===== src/rtl/adsc_defines.svh =====
// constants for the converter sequencing control: conversion timing, result layout, reset values
// assumes it is included by the package and by the design modules, never compiled alone
`ifndef ADSC_DEFINES_SVH
`define ADSC_DEFINES_SVH

`define ADSC_RES_W 12
`define ADSC_CONV_PERIODS 16
`define ADSC_SAMPLE_PERIODS 2
`define ADSC_FULL_SCALE 12'hfff
`define ADSC_RESULT_RST 12'h000
`define ADSC_BUSY_RST 1'b0
`define ADSC_DIV_W 6
`define ADSC_NUM_PINS 8

`endif


===== src/rtl/adsc_pkg.sv =====
// types shared by the converter sequencing control and its clock divider
// assumes adsc_defines.svh is on the include path
`include "adsc_defines.svh"

package adsc_pkg;

	typedef enum logic [1:0] {
		ST_OFF,
		ST_IDLE,
		ST_HOLD,
		ST_CONV
	} adsc_state_e;

	typedef logic [`ADSC_DIV_W-1:0] adsc_div_t;

	// terminal-count mask of the converter clock divider, one bit per power of two
	function automatic adsc_div_t adsc_div_mask(input logic [2:0] sel);
		adsc_div_t m;
		m = '0;
		case (sel)
			3'h0: m = 6'h00;
			3'h1: m = 6'h01;
			3'h2: m = 6'h03;
			3'h3: m = 6'h07;
			3'h4: m = 6'h0f;
			3'h5: m = 6'h1f;
			default: m = 6'h3f; // 111 has no defined rate; it runs as /64 rather than stalling
		endcase
		return m;
	endfunction

endpackage


===== src/rtl/adsc_div_if.sv =====
// link between the sequencer and its converter clock divider
// assumes both ends run on the same system clock
`timescale 1ns/100ps

interface adsc_div_if;
	logic [2:0] sel;
	logic run;
	logic tick;

	modport ctrl (output sel, output run, input tick);
	modport div (input sel, input run, output tick);
endinterface // adsc_div_if


===== src/rtl/adsc_clkdiv.sv =====
// converter clock divider: one-cycle enable pulse at the system clock divided by 1..64
// assumes sel and run come from logic on the same clock
`timescale 1ns/100ps

module adsc_clkdiv
	import adsc_pkg::*;
(
	// clock and reset
	input wire logic ref_clk_i,
	input wire logic resetn_i,
	// sequencer side
	adsc_div_if.div dv
);

	adsc_div_t cnt_ff;
	adsc_div_t nxt_cnt;
	logic tick_ff;
	logic nxt_tick;

	// held clear while idle so every conversion sees whole converter periods from its start
	always_comb begin
		nxt_cnt = '0;
		nxt_tick = 1'b0;
		if (dv.run) begin
			if ((cnt_ff & adsc_div_mask(dv.sel)) == adsc_div_mask(dv.sel)) begin
				nxt_cnt = '0;
				nxt_tick = 1'b1;
			end else begin
				nxt_cnt = cnt_ff + 6'h01;
			end
		end
	end

	always_ff @(posedge ref_clk_i or negedge resetn_i) begin
		if (!resetn_i) begin
			cnt_ff <= '0;
			tick_ff <= 1'b0;
		end else begin
			cnt_ff <= nxt_cnt;
			tick_ff <= nxt_tick;
		end
	end

	assign dv.tick = tick_ff;

endmodule // adsc_clkdiv


===== src/rtl/adsc_top.sv =====
// successive-approximation sequencing control: power, reference and pin steering, start/busy,
// conversion timing, result and interrupt request
// assumes control bits come from a register file on ref_clk_i; the comparator output is analog
// and asynchronous, so it is synchronised here
`timescale 1ns/100ps
`include "adsc_defines.svh"

module adsc_top
	import adsc_pkg::*;
#(
	parameter int RES_W = `ADSC_RES_W,
	parameter int CONV_PERIODS = `ADSC_CONV_PERIODS,
	parameter int SAMPLE_PERIODS = `ADSC_SAMPLE_PERIODS,
	parameter int NUM_PINS = `ADSC_NUM_PINS
) (
	// clock and reset
	input wire logic ref_clk_i,
	input wire logic resetn_i,
	// control bits
	input wire logic converter_power_down_i,
	input wire logic reference_source_sel_i,
	input wire logic [2:0] conv_clock_divider_sel_i,
	input wire logic extended_channel_sel_i,
	input wire logic [2:0] channel_select_field_i,
	input wire logic start_i,
	input wire logic global_irq_enable_i,
	input wire logic converter_irq_enable_i,
	input wire logic irq_flag_clr_i,
	// pin configuration from the port logic
	input wire logic [NUM_PINS-1:0] analog_pin_enables_i,
	input wire logic [NUM_PINS-1:0] port_direction_in_i,
	input wire logic [NUM_PINS-1:0] pullup_en_i,
	// analog core
	input wire logic comparator_i,
	output logic converter_powered_o,
	output logic sample_o,
	output logic [RES_W-1:0] dac_code_o,
	output logic [3:0] channel_o,
	output logic vref_pin_ref_o,
	output logic vref_pin_other_en_o,
	// pin steering
	output logic [NUM_PINS-1:0] pin_analog_o,
	output logic [NUM_PINS-1:0] pin_digital_en_o,
	output logic [NUM_PINS-1:0] pin_dir_in_o,
	output logic [NUM_PINS-1:0] pin_pullup_o,
	// status
	output logic conversion_busy_flag_o,
	output logic [RES_W-1:0] result_o,
	output logic irq_flag_o,
	output logic irq_o
);

	localparam int CW = $clog2(CONV_PERIODS);
	localparam logic [CW-1:0] LAST_P = CW'(CONV_PERIODS - 1);
	localparam logic [CW-1:0] SAMP_END = CW'(SAMPLE_PERIODS - 1);
	localparam logic [CW-1:0] BIT_FIRST = CW'(SAMPLE_PERIODS);
	localparam logic [CW-1:0] BIT_LAST = CW'(SAMPLE_PERIODS + RES_W - 1);

	// refused at elaboration: the period counter needs at least two states and room for every bit
	if (CONV_PERIODS < 2 || SAMPLE_PERIODS < 1 || SAMPLE_PERIODS + RES_W > CONV_PERIODS || RES_W > 16
		|| NUM_PINS < 1) begin : g_param_check
		$error("adsc_top: parameters leave no room for sampling and all result bits");
	end

	adsc_div_if div_if ();

	adsc_clkdiv u_clkdiv (
		.ref_clk_i(ref_clk_i),
		.resetn_i(resetn_i),
		.dv(div_if.div)
	);

	// comparator synchroniser
	logic comp_meta_ff;
	logic comp_sync_ff;

	always_ff @(posedge ref_clk_i or negedge resetn_i) begin
		if (!resetn_i) begin
			comp_meta_ff <= 1'b0;
			comp_sync_ff <= 1'b0;
		end else begin
			comp_meta_ff <= comparator_i;
			comp_sync_ff <= comp_meta_ff;
		end
	end

	// sequencer state
	adsc_state_e state_ff, nxt_state;
	logic [CW-1:0] cnt_ff, nxt_cnt;
	logic [RES_W-1:0] dac_ff, nxt_dac;
	logic [RES_W-1:0] result_ff, nxt_result;
	logic busy_ff, nxt_busy;
	logic irq_flag_ff, nxt_irq_flag;
	logic irq_ff, nxt_irq;
	logic sample_ff, nxt_sample;
	logic powered_ff, nxt_powered;
	logic done;

	assign div_if.sel = conv_clock_divider_sel_i;
	assign div_if.run = (state_ff == ST_CONV);

	// the comparator is seen through two flops, so it must settle within a converter period
	// minus two system clocks; divider codes 000 and 001 therefore give wrong bits here, a
	// limitation shared with the analog core, whose minimum period they violate anyway
	always_comb begin
		int k;
		k = 0;
		nxt_state = state_ff;
		nxt_cnt = cnt_ff;
		nxt_dac = dac_ff;
		nxt_result = result_ff;
		nxt_busy = busy_ff;
		done = 1'b0;
		if (converter_power_down_i) begin
			nxt_state = ST_OFF;
		end else begin
			case (state_ff)
				ST_OFF: begin
					nxt_state = ST_IDLE;
				end
				ST_IDLE: begin
					if (start_i) begin
						nxt_state = ST_HOLD;
						nxt_busy = 1'b1;
					end
				end
				ST_HOLD: begin
					nxt_busy = 1'b1;
					nxt_cnt = '0;
					nxt_dac = '0;
					if (!start_i)
						nxt_state = ST_CONV;
				end
				ST_CONV: begin
					if (start_i) begin
						nxt_state = ST_HOLD;
					end else if (div_if.tick) begin
						nxt_cnt = cnt_ff + CW'(1);
						if (cnt_ff == SAMP_END)
							nxt_dac[RES_W-1] = 1'b1;
						if (cnt_ff >= BIT_FIRST && cnt_ff <= BIT_LAST) begin
							k = int'(BIT_LAST) - int'(cnt_ff);
							nxt_dac[k] = comp_sync_ff;
							if (k > 0)
								nxt_dac[k-1] = 1'b1;
						end
						if (cnt_ff == LAST_P) begin
							nxt_result = dac_ff;
							nxt_busy = 1'b0;
							done = 1'b1;
							nxt_state = ST_IDLE;
						end
					end
				end
				default: nxt_state = ST_OFF;
			endcase
		end
		nxt_powered = !converter_power_down_i;
		nxt_sample = (nxt_state == ST_CONV) && (nxt_cnt <= SAMP_END);
		// a completion in the cycle of a clear keeps the flag set
		nxt_irq_flag = (irq_flag_ff && !irq_flag_clr_i) || done;
		nxt_irq = nxt_irq_flag && global_irq_enable_i && converter_irq_enable_i;
	end

	always_ff @(posedge ref_clk_i or negedge resetn_i) begin
		if (!resetn_i) begin
			state_ff <= ST_OFF;
			cnt_ff <= '0;
			dac_ff <= '0;
			result_ff <= `ADSC_RESULT_RST;
			busy_ff <= `ADSC_BUSY_RST;
			irq_flag_ff <= 1'b0;
			irq_ff <= 1'b0;
			sample_ff <= 1'b0;
			powered_ff <= 1'b0;
		end else begin
			state_ff <= nxt_state;
			cnt_ff <= nxt_cnt;
			dac_ff <= nxt_dac;
			result_ff <= nxt_result;
			busy_ff <= nxt_busy;
			irq_flag_ff <= nxt_irq_flag;
			irq_ff <= nxt_irq;
			sample_ff <= nxt_sample;
			powered_ff <= nxt_powered;
		end
	end

	// pin and reference steering, registered so every output leaves a flop
	logic [NUM_PINS-1:0] analog_ff, nxt_analog;
	logic [NUM_PINS-1:0] digital_ff, nxt_digital;
	logic [NUM_PINS-1:0] dir_ff, nxt_dir;
	logic [NUM_PINS-1:0] pullup_ff, nxt_pullup;
	logic vref_ref_ff, nxt_vref_ref;
	logic vref_other_ff, nxt_vref_other;
	logic [3:0] chan_ff, nxt_chan;

	always_comb begin
		nxt_analog = analog_pin_enables_i;
		nxt_digital = ~analog_pin_enables_i;
		nxt_dir = port_direction_in_i | analog_pin_enables_i;
		nxt_pullup = pullup_en_i & ~analog_pin_enables_i;
		nxt_vref_ref = reference_source_sel_i;
		nxt_vref_other = !reference_source_sel_i;
		nxt_chan = {extended_channel_sel_i, channel_select_field_i};
	end

	always_ff @(posedge ref_clk_i or negedge resetn_i) begin
		if (!resetn_i) begin
			analog_ff <= '0;
			digital_ff <= '1;
			dir_ff <= '1;
			pullup_ff <= '0;
			vref_ref_ff <= 1'b0;
			vref_other_ff <= 1'b1;
			chan_ff <= 4'h0;
		end else begin
			analog_ff <= nxt_analog;
			digital_ff <= nxt_digital;
			dir_ff <= nxt_dir;
			pullup_ff <= nxt_pullup;
			vref_ref_ff <= nxt_vref_ref;
			vref_other_ff <= nxt_vref_other;
			chan_ff <= nxt_chan;
		end
	end

	assign converter_powered_o = powered_ff;
	assign sample_o = sample_ff;
	assign dac_code_o = dac_ff;
	assign channel_o = chan_ff;
	assign vref_pin_ref_o = vref_ref_ff;
	assign vref_pin_other_en_o = vref_other_ff;
	assign pin_analog_o = analog_ff;
	assign pin_digital_en_o = digital_ff;
	assign pin_dir_in_o = dir_ff;
	assign pin_pullup_o = pullup_ff;
	assign conversion_busy_flag_o = busy_ff;
	assign result_o = result_ff;
	assign irq_flag_o = irq_flag_ff;
	assign irq_o = irq_ff;

endmodule // adsc_top


===== config.mk =====
export PLATFORM = sky130hd
export DESIGN_NAME = adsc_top
export DESIGN_NICKNAME = d
export VERILOG_FILES = /design/src/rtl/adsc_pkg.sv /design/src/rtl/adsc_div_if.sv /design/src/rtl/adsc_clkdiv.sv /design/src/rtl/adsc_top.sv
export VERILOG_INCLUDE_DIRS = /design/src /design/src/rtl
export SDC_FILE = /design/constraint.sdc
export NUM_CORES = 1
export LEC_CHECK = 0
export BUFFER_PORTS_ARGS = -buffer_cell sky130_fd_sc_hd__buf_2
export CAP_MARGIN = 10
export CORE_ASPECT_RATIO = 0.8
export CORE_MARGIN = 2
export CORE_UTILIZATION = 53
export CTS_BUF_LIST = sky130_fd_sc_hd__clkbuf_8
export DETAILED_ROUTE_END_ITERATION = 8
export PLACE_DENSITY = 0.81
export SLEW_MARGIN = 20
export SYNTH_ARGS = -nofsm -noshare
export SYNTH_HDL_FRONTEND = slang
export SYNTH_HIERARCHICAL = 1
export SYNTH_SLANG_ARGS = --single-unit

===== constraint.sdc =====
create_clock -name ref_clk_i -period 3 [get_ports ref_clk_i]
set_input_delay 0.15 -clock ref_clk_i [delete_from_list [all_inputs] [get_ports ref_clk_i]]
set_output_delay 0.15 -clock ref_clk_i [all_outputs]
set_load 0.005 [all_outputs]

Word-level counts from Yosys, hierarchy flattened. Cells that the tools add are included. W data, S select, Z words.

Register bits: 82. Input bits: 40. Output and inout port bits: 67. Word-level logic and storage cells: 118.

Add/subtract/negate cells: 4. Magnitude comparators: 8. Eq/ne operators: 17. Multiplexer cells: 42. Bitwise gates (word level): 7. Reduce and logical (&&, ||, !) cells: 19.

Operator list (number): $mux W12 (4); $pmux W6 S6 (1); $pmux W12 S2 (1); $mux W1 (18); $mux W6 (3); $bwmux W12 (1); $mux W2 (6); $mux W4 (3); $or A12 B12 Y12 (1); $reduce_and A5 Y1 (2); $and A8 B8 Y8 (1); $demux W1 S4 (2); $not A8 Y8 (1); $or A8 B8 Y8 (1); $pmux W2 S4 (1); $pmux W4 S2 (1); $logic_and A1 B1 Y1 (7); $add A6 B1 Y6 const B (1); $and A6 B6 Y6 (1); $eq A2 B2 Y1 const B (3); $eq A3 B2 Y1 const B (2); $eq A3 B3 Y1 const B (2); $eq A6 B6 Y1 (1); $ge A6 B1 Y1 const B (1); other kinds (26) (32).

Depth between registers and ports, before layout.
Word-level depth: 13. Gate-level depth with buffers: 7. Mapped depth without buffers: 6.

Modules after synthesis. Netlist, hierarchy kept.

By module, submodules not included: adsc_top (instances 1, cells each 250, area an instance 3193.1 um^2, seq. area each 1898.1 um^2); adsc_clkdiv (instances 1, cells each 43, area an instance 460.4 um^2, seq. area each 175.2 um^2).

Worst setup path after synthesis. No wires, ideal clock.

Path kind: flip-flop to flip-flop. Start: reg, netlist name cnt_ff[1]. End: reg dac_ff[11], in the netlist dac_code_o[11]. Library setup time: 101 ps. Data arrival time: 1996 ps. Data required time: 2899 ps. Slack: 903 ps. Cell stages (with the launch flop): 8. Buffers on the path: 1. Clock period less this slack: 2097 ps. Cell sequence: dfrtp_1 > ha_1 > ha_1 > buf_2 > a311oi_4 > a221o_1 > a211oi_1 > o32ai_1.

RTL lines: end signal: assignment (line adsc_top.sv:179) `dac_ff <= nxt_dac;`; end: declaration (line adsc_top.sv:90) `logic [RES_W-1:0] dac_ff, nxt_dac;`.

==> qor.yml <==
drc: 0
async_flop_share_pct: 100
whs_ns: 0.0197
place_inst: 473
firstDrtPassIters: 4
fp.dieArea_sq_um: 7580
final_hold_viol_count: 0
setup_tns_ns: 0
initialDrtViolationCount: 140
rows: 27
cpPeakStageDelay_ns: 0.56
yosysUniqueCellTypes: 60
timing.final.crit_share_pct: 84.0
path_clk_slew_ns: 0.08
grt_max_degree: 83
track_usage_pct: 21.4
leakage_uw: 0.00225
cts_root_buf: "clkbuf_8"
crit_fanout: 14
ant_nets: 0
routed_wl_microns: 7940
critPathSlowestCell: "dfrtp_1"
setup_ws_ns: 0.480
syn_area_sq_um: 3650
fmax_ghz: 0.397
fin_crit_ns: 2.52
pre_cts_ws_ns: 0.506
initial_utilization_pct: 53.8
critPathCaptureType: "flip-flop"
coreArea_sq_um: 6790
syn_area_per_cell_sq_um: 12.5
rsz0062_at_grt: "false"
critPathLaunchType: "flip-flop"
setup_viol: 0
vias: 2825
finalNonFillerCells: 512
cts_made_buffers: 9
relSlewSlack_pct: 51.6
cts.htree.levels: 3
cap_violations: 0
slew_viol_final: 0
antenna_found_initial: 0
wire_per_inst_microns: 15.5
cts_sinks: 82
cp_cell_sequence: "ha_1 > nand2_1 > or3_4 > nor2_4 > mux2_2"
ys_ff_latch: 82
ios: 107
cts_tree: "done"
grt_overflow: 0
synth_area_leaders: "dfrtp_1 45%, dfstp_2 12%, ha_1 4.8%"
yosys.area.top_type: "dfrtp_1"
routed_via_density: 5.52
cts_buffer_depth: 2
crit_arrival_ns: 2.76
grt_pass1_vias: 2779
synthesis.nets: 347
max_slew.worst_pin.slew_ns: 0.726
clk_latency_ns: 0.35
yosys_warnings: 6
fin_nets: 474
required_ns: 3.24
synth_flop_cell: "dfrtp_1"
hp-class: "input pin to flip-flop"
path_class: "flip-flop to flip-flop"
postLayoutCoreUtil_pct: 68.7
die_x_microns: 96.8
gp_congestion: 0.886
status: "completed"
seq_area_frac_synth_pct: 56.7
drive_gt1_share_pct: 41.2
power.density_nw_per_um2: 519
skew_ns: 0.00720
synth_edf_count: 0
die-height_microns: 78.3
grt_pass1_wl_microns: 12900
synthCells: 293
ir_drop_uv: 313
dp_hpwl_microns: 5320
yosys.area.top_type_share_pct: 44.5
ctsResizeCount: 0
port-buffer-count: 106
antenna_cells: 0
syn_to_final_growth_pct: 27.7
metrics by stage:
step / power (uW) / cell area [sq um]
4_1_cts: 2440 / 4660
2_1_floorplan: 1450 / 3650
6_report: 2420 / 4660
3_3_place_gp: 1570 / 4220
5_1_grt: 2530 / 4660
3_5_place_dp: 1580 / 4220
flip-flops by register name (all words and copies together) (netlist names), 2 cells and up:
name and flops:
pin_analog_o 8, channel_o 4, dac_code_o 12, state_ff 2, cnt_ff 4, pin_pullup_o 8, result_o 12, pin_digital_en_o 8
u_clkdiv/cnt_ff 6, pin_dir_in_o 8
placed cells by master, fill, tap and decap left out, types with 4 or more instances in the layout:
cell	netlist	routed
or2_2	10	10
ha_1	14	14
dfrtp_1	65	65
nor3_1	6	6
a22oi_1	5	5
a32o_1	10	10
nand4_1	5	5
nor2b_1	9	9
nand3_1	13	13
a311oi_1	4	4
nor2_1	6	6
clkbuf_8	0	12
mux2_4	8	8
o22ai_1	4	4
mux2_2	6	6
dfstp_2	17	17
nand3b_1	4	4
dlygate4sd3_1	0	23
a21oi_1	4	4
buf_2	2	105
a22o_1	6	6
inv_1	17	18
nand2b_1	5	5
nand2_1	17	17
layout make-up:
| type | count | area, sq um |
|---|---|---|
| clock buffer | 12 | 165 |
| sequential | 82 | 2070 |
| clock inverter | 4 | 50.0 |
| multi-input combinational | 180 | 1430 |
| timing repair buffer | 129 | 767 |
| tap | 87 | 109 |
| fill | 495 | 2130 |
| inverter | 18 | 67.6 |
power by group:
part | switching (uW) | internal, uW
Clock | 374 | 451
Combinational | 229 | 166
Sequential | 43.9 | 1150
logic make-up after synthesis:
logic type | synth area share (%)
AOI/OAI and AO/OA | 13.4
xor gates and xnor gates | 1.20
adders and majority gates | 4.79
buffers and inverters | 4.04
DFF | 56.7
muxes | 5.41
and+or+nand+nor | 14.4
worst max-delay path: cells and delay by family, from the launching register on:
family / cells / cell delay [ns]
flops: 1 / 0.56
fa+ha+maj: 1 / 0.55
simple gates: 3 / 0.90
mux: 1 / 0.40
path summary, 6_finish.rpt:
| kind | slack [ns] | end | cells after the start | start |
|---|---|---|---|---|
| max in group asynchronous | 2.11 | state_ff[0] | 2 | resetn_i |
| worst min-delay path | 0.02 | pin_pullup_o[3] | 2 | pullup_en_i[3] |
| worst max-delay path | 0.48 | result_o[3] | 5 | cnt_ff[1] |
| worst min register to register | 0.36 | comp_sync_ff | 0 | comp_meta_ff |
| worst max register to register | 0.48 | result_o[3] | 5 | cnt_ff[1] |
| min in group asynchronous | 0.40 | dac_code_o[11] | 2 | resetn_i |
what timing repair did:
item | in CTS | in global routing
hold endpoints to repair | 64 | 0
buffers inserted | 0 | 0
hold buffers | 23 | 0
metal layers:
| metal | GRT usage, % | share of wire (%) | vias to the layer above |
|---|---|---|---|
| li1 | - | - | 1309 |
| met1 | 27.0 | 42 | 1378 |
| met2 | 34.2 | 48 | 125 |
| met3 | 8.01 | 8.4 | 13 |
| met4 | 7.18 | 1.5 | 0 |
| met5 | 0 | 0 | - |
synthesized netlist by cell type (2+ instances only):
| master | n |
|---|---|
| dfrtp_1 | 65 |
| dfstp_2 | 17 |
| inv_1 | 17 |
| nand2_1 | 17 |
| ha_1 | 14 |
| nand3_1 | 13 |
| a32o_1 | 10 |
| or2_2 | 10 |
| nor2b_1 | 9 |
| mux2_4 | 8 |
| a22o_1 | 6 |
| clkbuf_1 | 6 |
| mux2_2 | 6 |
| nor2_1 | 6 |
| nor3_1 | 6 |
| a22oi_1 | 5 |
| nand2b_1 | 5 |
| nand4_1 | 5 |
| a21oi_1 | 4 |
| a311oi_1 | 4 |
| nand3b_1 | 4 |
| o22ai_1 | 4 |
| a211oi_1 | 3 |
| nor4_1 | 3 |
| xor2_1 | 3 |
| a21o_1 | 2 |
| a31oi_1 | 2 |
| and2_1 | 2 |
| buf_2 | 2 |
| o21ai_0 | 2 |
| o32ai_1 | 2 |
| or3_4 | 2 |
| xnor2_1 | 2 |
(Power assumes the default switching activity.)
